===== config.mk =====
export PLATFORM = sky130hd
export DESIGN_NAME = uasr_top
export DESIGN_NICKNAME = d
export VERILOG_FILES = /design/src/inc/uasr_pkg.sv /design/src/hdl/uasr_uart_route.sv /design/src/hdl/uasr_adc_trig.sv /design/src/hdl/uasr_top.sv
export SDC_FILE = /design/constraint.sdc
export NUM_CORES = 1
export LEC_CHECK = 0
export ABC_AREA = 1
export BUFFER_PORTS_ARGS = -buffer_cell sky130_fd_sc_hd__buf_2
export CORE_MARGIN = 2
export CORE_UTILIZATION = 31
export DETAILED_ROUTE_END_ITERATION = 10
export PLACE_DENSITY = 0.74
export SYNTH_ARGS = -nofsm -noshare
export SYNTH_HDL_FRONTEND = slang
export SYNTH_SLANG_ARGS = --single-unit
export TNS_END_PERCENT = 30

===== constraint.sdc =====
create_clock -name CORE_CLK_I -period 1.9 [get_ports CORE_CLK_I]
set_input_delay 0.095 -clock CORE_CLK_I [delete_from_list [all_inputs] [get_ports CORE_CLK_I]]
set_output_delay 0.095 -clock CORE_CLK_I [all_outputs]
set_load 0.1 [all_outputs]

===== src/inc/uasr_pkg.sv =====
package uasr_pkg;

  // register byte offsets, decoded on the low address bits
  localparam int unsigned DEC_W = 12;
  localparam logic [11:0] UART_OPTS_OFFSET = 12'h000;
  localparam logic [11:0] ADC_OPTS_OFFSET = 12'h004;
  localparam logic [11:0] STATUS_OFFSET = 12'h008;

  // values after reset
  localparam logic [31:0] UART_OPTS_RESET = 32'h0000_0000;
  localparam logic [31:0] ADC_OPTS_RESET = 32'h0000_0000;
  localparam logic [31:0] RDATA_RESET = 32'h0000_0000;

  // writable bits; everything else is reserved and reads zero
  localparam logic [31:0] UART_OPTS_MASK = 32'h0007_0077;
  localparam logic [31:0] ADC_OPTS_MASK = 32'h0000_009f;

  // uart routing field layout, repeating per uart instance
  localparam int unsigned NUM_ROUTED_UARTS = 2;
  localparam int unsigned NUM_OD_UARTS = 3;
  localparam int unsigned UART_FIELD_STRIDE = 4;
  localparam int unsigned UART_TX_LSB = 0;
  localparam int unsigned UART_TX_W = 2;
  localparam int unsigned UART_RX_BIT = 2;
  localparam int unsigned UART_OD_LSB = 16;

  // adc trigger field layout
  localparam int unsigned ADC_CODE_LSB = 0;
  localparam int unsigned ADC_CODE_W = 4;
  localparam int unsigned ADC_PRE_BIT = 4;
  localparam int unsigned ADC_ALT_BIT = 7;

  // status register bit positions (live routed levels)
  localparam int unsigned STAT_RX_LSB = 0;
  localparam int unsigned STAT_TX_LSB = 2;
  localparam int unsigned STAT_TRIG_A_BIT = 4;
  localparam int unsigned STAT_TRIG_B_BIT = 5;

  // ahb-lite encodings
  localparam logic [1:0] HTRANS_NONSEQ = 2'b10;
  localparam logic [2:0] HSIZE_WORD = 3'b010;
  localparam logic HRESP_OKAY = 1'b0;

  // transmit path codes
  typedef enum logic [1:0] {
    TX_PLAIN = 2'b00,
    TX_MOD_TIMER_ONE = 2'b01,
    TX_MOD_TIMER_TWO = 2'b10,
    TX_RESERVED = 2'b11
  } uasr_tx_path_e;

  // alternate trigger codes
  typedef enum logic [3:0] {
    TRG_EXTERNAL = 4'h0,
    TRG_COMPARATOR = 4'h1,
    TRG_PERIODIC0 = 4'h4,
    TRG_PERIODIC1 = 4'h5,
    TRG_TIMER_ZERO_OVF = 4'h8,
    TRG_TIMER_ONE_OVF = 4'h9,
    TRG_TIMER_TWO_OVF = 4'ha,
    TRG_RTC_ALARM = 4'hc,
    TRG_RTC_SECONDS = 4'hd,
    TRG_LOW_POWER_TIMER = 4'he
  } uasr_trig_code_e;

  // register selected by the pending data phase
  typedef enum logic [1:0] {SEL_NONE, SEL_UART, SEL_ADC, SEL_STATUS} uasr_reg_sel_e;

  typedef struct packed {
    logic receive_pin;
    logic transmit_data;
  } uasr_uart_in_s;

  typedef struct packed {
    logic receive_data;
    logic transmit_pin;
  } uasr_uart_out_s;

  typedef struct packed {
    logic receive_from_comparator;
    uasr_tx_path_e transmit_path;
  } uasr_uart_cfg_s;

  typedef struct packed {
    logic alternate_en;
    logic pretrigger_b;
    logic [3:0] code;
  } uasr_adc_cfg_s;

  typedef struct packed {
    logic external_trigger_input;
    logic periodic_trigger0;
    logic periodic_trigger1;
    logic timer_zero_overflow;
    logic timer_one_overflow;
    logic timer_two_overflow;
    logic rtc_alarm;
    logic rtc_seconds;
    logic low_power_timer_trigger;
    logic timer_one_ch0;
    logic timer_one_ch1;
  } uasr_trig_src_s;

endpackage


===== src/hdl/uasr_uart_route.sv =====
`timescale 1ns/1ps
`default_nettype none
module uasr_uart_route (
  input wire uasr_pkg::uasr_uart_cfg_s cfg_i,
  input wire uasr_pkg::uasr_uart_in_s uart_i,
  input wire logic comparator_zero_i,
  input wire logic timer_one_ch0_i,
  input wire logic timer_two_ch0_i,
  output uasr_pkg::uasr_uart_out_s uart_o
);

  // purely combinational so a field change takes effect at once
  always_comb
  begin
    // receive source: own pin or comparator output
    uart_o.receive_data = cfg_i.receive_from_comparator ? comparator_zero_i : uart_i.receive_pin;
    // modulation gates the carrier onto low bits only, so the idle line stays high
    case (cfg_i.transmit_path)
      uasr_pkg::TX_PLAIN:
      begin
        uart_o.transmit_pin = uart_i.transmit_data;
      end
      uasr_pkg::TX_MOD_TIMER_ONE:
      begin
        uart_o.transmit_pin = uart_i.transmit_data | timer_one_ch0_i;
      end
      uasr_pkg::TX_MOD_TIMER_TWO:
      begin
        uart_o.transmit_pin = uart_i.transmit_data | timer_two_ch0_i;
      end
      default:
      begin
        // reserved code falls back to the plain pin
        uart_o.transmit_pin = uart_i.transmit_data;
      end
    endcase
  end

endmodule // uasr_uart_route
`default_nettype wire


===== src/hdl/uasr_adc_trig.sv =====
`timescale 1ns/1ps
`default_nettype none
module uasr_adc_trig (
  input wire uasr_pkg::uasr_adc_cfg_s cfg_i,
  input wire uasr_pkg::uasr_trig_src_s src_i,
  input wire logic comparator_zero_i,
  output logic trig_a_o,
  output logic trig_b_o
);

  logic alt_trig; // selected alternate source level

  // alternate source decode; reserved codes give a quiet trigger
  always_comb
  begin
    case (cfg_i.code)
      uasr_pkg::TRG_EXTERNAL: alt_trig = src_i.external_trigger_input;
      uasr_pkg::TRG_COMPARATOR: alt_trig = comparator_zero_i;
      uasr_pkg::TRG_PERIODIC0: alt_trig = src_i.periodic_trigger0;
      uasr_pkg::TRG_PERIODIC1: alt_trig = src_i.periodic_trigger1;
      uasr_pkg::TRG_TIMER_ZERO_OVF: alt_trig = src_i.timer_zero_overflow;
      uasr_pkg::TRG_TIMER_ONE_OVF: alt_trig = src_i.timer_one_overflow;
      uasr_pkg::TRG_TIMER_TWO_OVF: alt_trig = src_i.timer_two_overflow;
      uasr_pkg::TRG_RTC_ALARM: alt_trig = src_i.rtc_alarm;
      uasr_pkg::TRG_RTC_SECONDS: alt_trig = src_i.rtc_seconds;
      uasr_pkg::TRG_LOW_POWER_TIMER: alt_trig = src_i.low_power_timer_trigger;
      default: alt_trig = 1'b0;
    endcase
  end

  // scheme select: timer one channels, or alternate with pre-trigger choice
  always_comb
  begin
    if (cfg_i.alternate_en)
    begin
      trig_a_o = alt_trig & ~cfg_i.pretrigger_b;
      trig_b_o = alt_trig & cfg_i.pretrigger_b;
    end
    else
    begin
      trig_a_o = src_i.timer_one_ch0;
      trig_b_o = src_i.timer_one_ch1;
    end
  end

endmodule // uasr_adc_trig
`default_nettype wire


===== src/hdl/uasr_top.sv =====
`timescale 1ns/1ps
`default_nettype none
module uasr_top (
  input wire logic CORE_CLK_I,
  input wire logic SYS_RST_I,
  input wire logic CLK_EN_I,
  // ahb-lite slave
  input wire logic HSEL_I,
  input wire logic [31:0] HADDR_I,
  input wire logic [1:0] HTRANS_I,
  input wire logic HWRITE_I,
  input wire logic [2:0] HSIZE_I,
  input wire logic [31:0] HWDATA_I,
  input wire logic HREADY_I,
  output logic [31:0] HRDATA_O,
  output logic HREADYOUT_O,
  output logic HRESP_O,
  // routed uart signals
  input wire uasr_pkg::uasr_uart_in_s [1:0] UART_I,
  output uasr_pkg::uasr_uart_out_s [1:0] UART_O,
  output logic [2:0] UART_OPEN_DRAIN_EN_O,
  // trigger sources and comparator/timer levels
  input wire logic COMPARATOR_ZERO_I,
  input wire logic TIMER_ONE_CH0_I,
  input wire logic TIMER_TWO_CH0_I,
  input wire uasr_pkg::uasr_trig_src_s TRIG_SRC_I,
  // adc conversion triggers
  output logic ADC_TRIG_A_O,
  output logic ADC_TRIG_B_O
);

  ////////////////////////////////////////////////////////////////////////////
  // state

  // whole module state in one record
  // one record keeps the freeze and the reset in a single place,
  // and the clock enable then gates it all at once
  typedef struct packed {
    logic dp_active; // a data phase is pending
    logic dp_write; // pending phase is a write
    uasr_pkg::uasr_reg_sel_e dp_sel; // register hit by the pending phase
    logic [31:0] uart_opts; // uart routing options
    logic [31:0] adc_opts; // adc trigger options
    logic [31:0] rdata; // captured read data
  } uasr_top_state_s;

  uasr_top_state_s st; // registered state
  uasr_top_state_s next_st; // next state

  // bus side
  logic addr_accept; // address phase taken this cycle
  logic data_write; // data phase write completes this cycle
  uasr_pkg::uasr_reg_sel_e addr_sel; // decode of the current address
  // read side
  logic [31:0] status_view; // live routed levels
  logic [31:0] read_mux; // read value for the current address
  logic [31:0] fwd_uart; // uart options as they stand after this cycle
  logic [31:0] fwd_adc; // adc options as they stand after this cycle
  // routing side
  uasr_pkg::uasr_uart_cfg_s [1:0] uart_cfg; // per-uart routing fields
  uasr_pkg::uasr_adc_cfg_s adc_cfg; // adc trigger fields
  logic trig_a; // routed trigger a
  logic trig_b; // routed trigger b

  ////////////////////////////////////////////////////////////////////////////
  // bus decode

  // the slave adds no wait state of its own; the only stall comes
  // from the clock enable, which also keeps a data phase pending
  // take an address phase only while the clock enable lets the bus move
  assign addr_accept = CLK_EN_I & HSEL_I & HREADY_I & (HTRANS_I == uasr_pkg::HTRANS_NONSEQ);

  // only full-word writes land; narrower ones are dropped, no lane merging
  // the size is checked in the address phase and carried in dp_write
  assign data_write = CLK_EN_I & st.dp_active & st.dp_write;

  // address decode on the low bits; anything else is unmapped
  // the map aliases across the address space above the decoded bits
  always_comb
  begin
    case (HADDR_I[uasr_pkg::DEC_W-1:0])
      uasr_pkg::UART_OPTS_OFFSET:
      begin
        addr_sel = uasr_pkg::SEL_UART;
      end
      uasr_pkg::ADC_OPTS_OFFSET:
      begin
        addr_sel = uasr_pkg::SEL_ADC;
      end
      uasr_pkg::STATUS_OFFSET:
      begin
        addr_sel = uasr_pkg::SEL_STATUS;
      end
      default:
      begin
        // unmapped offsets read zero and drop writes
        addr_sel = uasr_pkg::SEL_NONE;
      end
    endcase
  end

  ////////////////////////////////////////////////////////////////////////////
  // next state

  // single combinational builder of the next state
  // every field defaults to its stored value, so nothing latches
  always_comb
  begin
    next_st = st;
    // write completes in its data phase, masked so reserved bits stay zero
    // only the two option registers take writes
    if (data_write)
    begin
      case (st.dp_sel)
        uasr_pkg::SEL_UART:
        begin
          next_st.uart_opts = HWDATA_I & uasr_pkg::UART_OPTS_MASK;
        end
        uasr_pkg::SEL_ADC:
        begin
          next_st.adc_opts = HWDATA_I & uasr_pkg::ADC_OPTS_MASK;
        end
        default:
        begin
          // status and unmapped writes are ignored
          next_st.adc_opts = st.adc_opts;
        end
      endcase
    end
    // the pending phase ends whenever the enable lets the bus advance
    // a frozen enable keeps the phase pending, so a stalled write lands once
    if (CLK_EN_I)
    begin
      next_st.dp_active = addr_accept;
      next_st.dp_write = addr_accept & HWRITE_I & (HSIZE_I == uasr_pkg::HSIZE_WORD);
      next_st.dp_sel = addr_accept ? addr_sel : uasr_pkg::SEL_NONE;
    end
    // read data sampled in the address phase from the post-write values
    // writes leave rdata alone, so HRDATA_O keeps the last read
    if (addr_accept & ~HWRITE_I)
    begin
      next_st.rdata = read_mux;
    end
  end

  ////////////////////////////////////////////////////////////////////////////
  // read path

  // status view gathers the routed levels the block drives right now
  // it is read only, and the bits above the trigger levels stay zero
  always_comb
  begin
    status_view = 32'h0000_0000;
    // uart levels first
    status_view[uasr_pkg::STAT_RX_LSB] = UART_O[0].receive_data;
    status_view[uasr_pkg::STAT_RX_LSB+1] = UART_O[1].receive_data;
    status_view[uasr_pkg::STAT_TX_LSB] = UART_O[0].transmit_pin;
    status_view[uasr_pkg::STAT_TX_LSB+1] = UART_O[1].transmit_pin;
    // then the two trigger levels
    status_view[uasr_pkg::STAT_TRIG_A_BIT] = trig_a;
    status_view[uasr_pkg::STAT_TRIG_B_BIT] = trig_b;
  end

  ////////////////////////////////////////////////////////////////////////////
  // write forwarding

  // a write finishing this cycle is forwarded, so a read taken in the
  // same cycle returns the new value; built from st and the data phase,
  // not from next_st, to keep read_mux out of a combinational loop
  always_comb
  begin
    fwd_uart = st.uart_opts; // no write pending: stored value
    fwd_adc = st.adc_opts; // no write pending: stored value
    if (data_write && (st.dp_sel == uasr_pkg::SEL_UART))
    begin
      fwd_uart = HWDATA_I; // masked at the read mux
    end
    if (data_write && (st.dp_sel == uasr_pkg::SEL_ADC))
    begin
      fwd_adc = HWDATA_I; // masked at the read mux
    end
  end

  // read value for the address now presented
  always_comb
  begin
    case (addr_sel)
      uasr_pkg::SEL_UART:
      begin
        read_mux = fwd_uart & uasr_pkg::UART_OPTS_MASK;
      end
      uasr_pkg::SEL_ADC:
      begin
        read_mux = fwd_adc & uasr_pkg::ADC_OPTS_MASK;
      end
      uasr_pkg::SEL_STATUS:
      begin
        read_mux = status_view;
      end
      default:
      begin
        // unmapped space reads zero
        read_mux = 32'h0000_0000;
      end
    endcase
  end

  ////////////////////////////////////////////////////////////////////////////
  // state register

  // reset wins over the clock enable; otherwise enable low freezes all
  // a synchronous reset keeps every flop on the edge of the bus clock
  always_ff @(posedge CORE_CLK_I)
  begin
    if (SYS_RST_I)
    begin
      // bus tracking back to idle
      st.dp_active <= 1'b0;
      st.dp_write <= 1'b0;
      st.dp_sel <= uasr_pkg::SEL_NONE;
      // option registers back to their values after reset
      st.uart_opts <= uasr_pkg::UART_OPTS_RESET;
      st.adc_opts <= uasr_pkg::ADC_OPTS_RESET;
      st.rdata <= uasr_pkg::RDATA_RESET;
    end
    else if (CLK_EN_I)
    begin
      st <= next_st;
    end
  end

  ////////////////////////////////////////////////////////////////////////////
  // bus outputs

  // zero wait states; stalling only while the enable is low
  // refused accesses read zero, so no error response is needed
  // HRDATA_O comes from a flop and stands through the data phase
  assign HREADYOUT_O = CLK_EN_I;
  assign HRESP_O = uasr_pkg::HRESP_OKAY;
  assign HRDATA_O = st.rdata;

  ////////////////////////////////////////////////////////////////////////////
  // routing

  // open-drain enables straight from the stored bits
  // uart2 has no routing fields, only this enable
  assign UART_OPEN_DRAIN_EN_O = st.uart_opts[uasr_pkg::UART_OD_LSB +: uasr_pkg::NUM_OD_UARTS];

  // one routing slice per uart, fields repeat at a fixed stride
  // each slice is four bits: tx path, rx select, one reserved bit
  genvar gi;
  generate
    for (gi = 0; gi < uasr_pkg::NUM_ROUTED_UARTS; gi = gi + 1)
    begin : g_uart
      localparam int unsigned BASE = gi * uasr_pkg::UART_FIELD_STRIDE;
      // field extraction for this uart
      assign uart_cfg[gi].receive_from_comparator = st.uart_opts[BASE + uasr_pkg::UART_RX_BIT];
      assign uart_cfg[gi].transmit_path =
        uasr_pkg::uasr_tx_path_e'(st.uart_opts[BASE + uasr_pkg::UART_TX_LSB +: uasr_pkg::UART_TX_W]);

      // the routing slice itself is purely combinational
      uasr_uart_route u_route (
        .cfg_i(uart_cfg[gi]),
        .uart_i(UART_I[gi]),
        .comparator_zero_i(COMPARATOR_ZERO_I),
        .timer_one_ch0_i(TIMER_ONE_CH0_I),
        .timer_two_ch0_i(TIMER_TWO_CH0_I),
        .uart_o(UART_O[gi])
      );
    end
  endgenerate

  // adc trigger fields from the stored register
  // the pre-trigger bit is ignored while the timer scheme is chosen
  assign adc_cfg.alternate_en = st.adc_opts[uasr_pkg::ADC_ALT_BIT];
  assign adc_cfg.pretrigger_b = st.adc_opts[uasr_pkg::ADC_PRE_BIT];
  assign adc_cfg.code = st.adc_opts[uasr_pkg::ADC_CODE_LSB +: uasr_pkg::ADC_CODE_W];

  // trigger selection is combinational, no added latency
  // both outputs are levels; edge detection is the converter's job
  uasr_adc_trig u_trig (
    .cfg_i(adc_cfg),
    .src_i(TRIG_SRC_I),
    .comparator_zero_i(COMPARATOR_ZERO_I),
    .trig_a_o(trig_a),
    .trig_b_o(trig_b)
  );

  // routed levels leave with no flop in between
  assign ADC_TRIG_A_O = trig_a;
  assign ADC_TRIG_B_O = trig_b;

endmodule // uasr_top
`default_nettype wire


==> results.txt <==
Status: finished, final reports clean
Hold endpoint: adc_cfg[5]$_SDFFE_PP0P_
Worst hold path class: in -> reg
Vias per cell: 4.40
R2r endpoint: HRDATA_O[2]$_SDFFE_PP0P_
ANT nets after route: 0
Area Overhead vs Synth: 19.0%
Simple-gate share of the synthesized area: 0.284
First-pass GRT wire length: 6.89 mm
Leakage: 1.10 nW
Overall routed net length: 4.48 mm
Final setup TNS: 0 ns
Post-synthesis compound-gate area fraction: 0.134
Multi-input logic area: 950 um2
Post-synthesis adder-cell area fraction: 0.0132
Fillers: 621
Die height: 82.3 um
Power per cell area: 655 nW/um2
Largest family of logic cells by synthesized area: simple AND/OR/NAND/NOR gates
Number of I/O pins: 136
Layout cells sized above 1: 0.301
XOR/XNOR Fraction of Synth Area: 0
Maxcap violations: 0
Fin. Hold Viols: 0
Die width: 82.3 um
Crit end category: output port
Clock-pin transition on the worst setup and hold timing paths: 0.06 ns
Sequential share of the synthesized area: 0.316
Reg2Reg Setup Slack: 0.27 ns
DIE AREA: 6770 um2
Worst hold-check slack: 0.0739 ns
Final net count: 430
All-layer global routing usage: 0.137
Row count: 28
Post-layout min period: 1.76 ns
Initial core utilization: 0.321
Yosys cell types: 33
Critical Path AT: 1.66 ns
Maximum root-to-sink buffer count: 2
Drt wl/cell: 10.9 um
CTS buffer count: 5
Clock root buffer master: clkbuf_8
# setup viols final: 0
Period utilization: 0.925
Sequential cell area: 601 um2
RSZ-0062 raised after global routing: no
RD Place Congestion: 0.877
Fmax achieved: 569 MHz
Vias in the first global route: 1587
DP HPWL: 3.78 mm
Setup bufs post-CTS: 0
Largest net degree at the start of global routing: 16
CP required: 1.80 ns
#FFs+latches synth: 30
Max Slew Vio Count: 0
Reg2reg start: st[96]$_SDFFE_PP0P_
Hold depth: 3
Core Footprint: 5920 um2
H-tree level count: 2
Crit Path Max Fanout: 2
VDD IR max: 0.335 mV
Iter 0 DRT Violations: 56
Yosys warns: 0
Total global routing overflow: 0
Routed vias: 1806
Worst Reg-to-Reg Cells: 7
CTS sink cnt: 30
ANT cells: 0
Final Skew: 0.000622 ns
CTS tree: built
Post-synthesis mux area share: 0.0224
DRC: 0
Cell area after synthesis: 1900 um2
Gate Count Post-Synth: 274
Post-Syn Area per Cell: 6.94 um2
Startpoint Class: register
Router iterations before antenna repair: 4
Worst skew pair latency: 0.28 ns
Port Buffers: 72
CP Class: reg -> out
Hold path start: HWDATA_I[7]
Initial antenna violation count: 0
[critical path, stage by stage (launching register included)]
cell and delay [ns]:
dfxtp_1 0.32, inv_1 0.04, ha_1 0.19, or2_2 0.27, a31oi_1 0.21, inv_1 0.06
buf_2 0.29
[registers in the layout, summed over array words and instances, names as in the netlist]
name	count
UART_OPEN_DRAIN_EN_O	3
st	10
HRDATA_O	11
adc_cfg	6
[metal layers]
layer	vias to the layer above	GRT usage	part of all wire
li1	939	-	-
met1	797	0.151	0.42
met2	68	0.241	0.49
met3	2	0.0446	0.085
met4	0	0.0533	0.0033
met5	-	0	0
[repair_timing]
item,4_1_cts,5_1_grt
gates resized for setup,0,1
hold buffers,0,0
setup endpoints to repair,0,1
[metrics by stage]
stage | power (W) | instances | setup WS, ns | utilization | area (um2)
after floorplan | 0.000976 | 295 | -0.0102 | - | 1980
after global placement | 0.00102 | 403 | 0.292 | 0.368 | 2180
after detailed placement | 0.00102 | 403 | 0.262 | 0.368 | 2180
after CTS | 0.00150 | 410 | 0.0949 | 0.382 | 2260
after global routing | 0.00154 | 410 | 0.0272 | 0.382 | 2260
final | 0.00148 | 410 | 0.143 | 0.382 | 2260
[final cells by class]
| cell class | count | share of cell area |
|---|---|---|
| Clock inverter | 2 | 0.00442 |
| Multi-Input combinational cell | 191 | 0.420 |
| Tap cell | 75 | 0.0415 |
| Timing Repair Buffer | 76 | 0.186 |
| Clock buffer | 5 | 0.0304 |
| Inverter | 31 | 0.0525 |
| Sequential cell | 30 | 0.265 |
[layout by cell type, fill, tap and decap left out, drive strengths merged]
master   netlist  final
or2            2      2
a31oi          1      1
nand2         57     57
o2111ai        1      1
and3           1      1
nand3         10     10
o221ai         1      1
o21a           3      3
mux2           2      2
clkbuf         3      5
a21oi         17     17
o21ai         12     12
o211ai         3      3
o211a          1      1
mux2i          2      2
nor3           4      4
buf           40     76
nand4          5      5
nor2          42     42
a32o           3      3
dfxtp         30     30
inv           31     31
clkinv         0      2
conb           1     22
ha             2      2
[report_power, final]
part / switching [W] / internal (W) / leakage (nW)
logic: 0.000313 / 0.0000647 / 0.818
registers: 0.000000594 / 0.000630 / 0.242
clock network: 0.000228 / 0.000245 / 0.0438
[worst max path at each step]
stage | from | end | slack (ns) | cells past startpoint
final | st[68]$_SDFFE_PP0P_ | UART_O[2] | 0.14 | 6
after detailed placement | st[96]$_SDFFE_PP0P_ | HRDATA_O[2]$_SDFFE_PP0P_ | 0.26 | 7
after global routing | st[68]$_SDFFE_PP0P_ | UART_O[2] | 0.03 | 6
after CTS | st[68]$_SDFFE_PP0P_ | UART_O[2] | 0.09 | 6
after floorplan | st[64]$_SDFFE_PP0P_ | HRDATA_O[2]$_SDFFE_PP0P_ | -0.01 | 9
after global placement | st[96]$_SDFFE_PP0P_ | HRDATA_O[2]$_SDFFE_PP0P_ | 0.29 | 8
[cell families after synthesis]
logic type               count (synthesis)
AO/OA/AOI/OAI                           42
adder cells (fa/ha/maj)                  2
buffers and inverters                   74
flip-flops                              30
multiplexers                             4
other                                    1
AND/OR/NAND/NOR                        121
[Yosys cell counts]
master / count / area, um2
mux2i_1: 2 / 20.0
and3_4: 1 / 11.3
o21ai_0: 9 / 45.0
a32o_1: 3 / 30.0
conb_1: 1 / 3.75
o21a_1: 3 / 22.5
buf_4: 39 / 293
o211ai_1: 3 / 22.5
clkbuf_1: 3 / 11.3
nand4_1: 5 / 31.3
inv_2: 3 / 11.3
dfxtp_1: 30 / 601
buf_6: 1 / 11.3
nor3_2: 2 / 20.0
mux2_2: 2 / 22.5
or2_1: 1 / 6.26
o221ai_1: 1 / 8.76
nand3_1: 8 / 40.0
o211a_1: 1 / 10.0
or2_2: 1 / 6.26
nor2_8: 1 / 20.0
a31oi_1: 1 / 6.26
nand2_1: 57 / 214
o2111ai_1: 1 / 8.76
nand3_2: 2 / 20.0
nor2_1: 38 / 143
a21oi_1: 17 / 85.1
o21ai_1: 3 / 15.0
inv_4: 1 / 6.26
nor2_2: 3 / 18.8
inv_1: 27 / 101
nor3_1: 2 / 10.0
ha_1: 2 / 25.0
(Power assumes the default switching activity.)
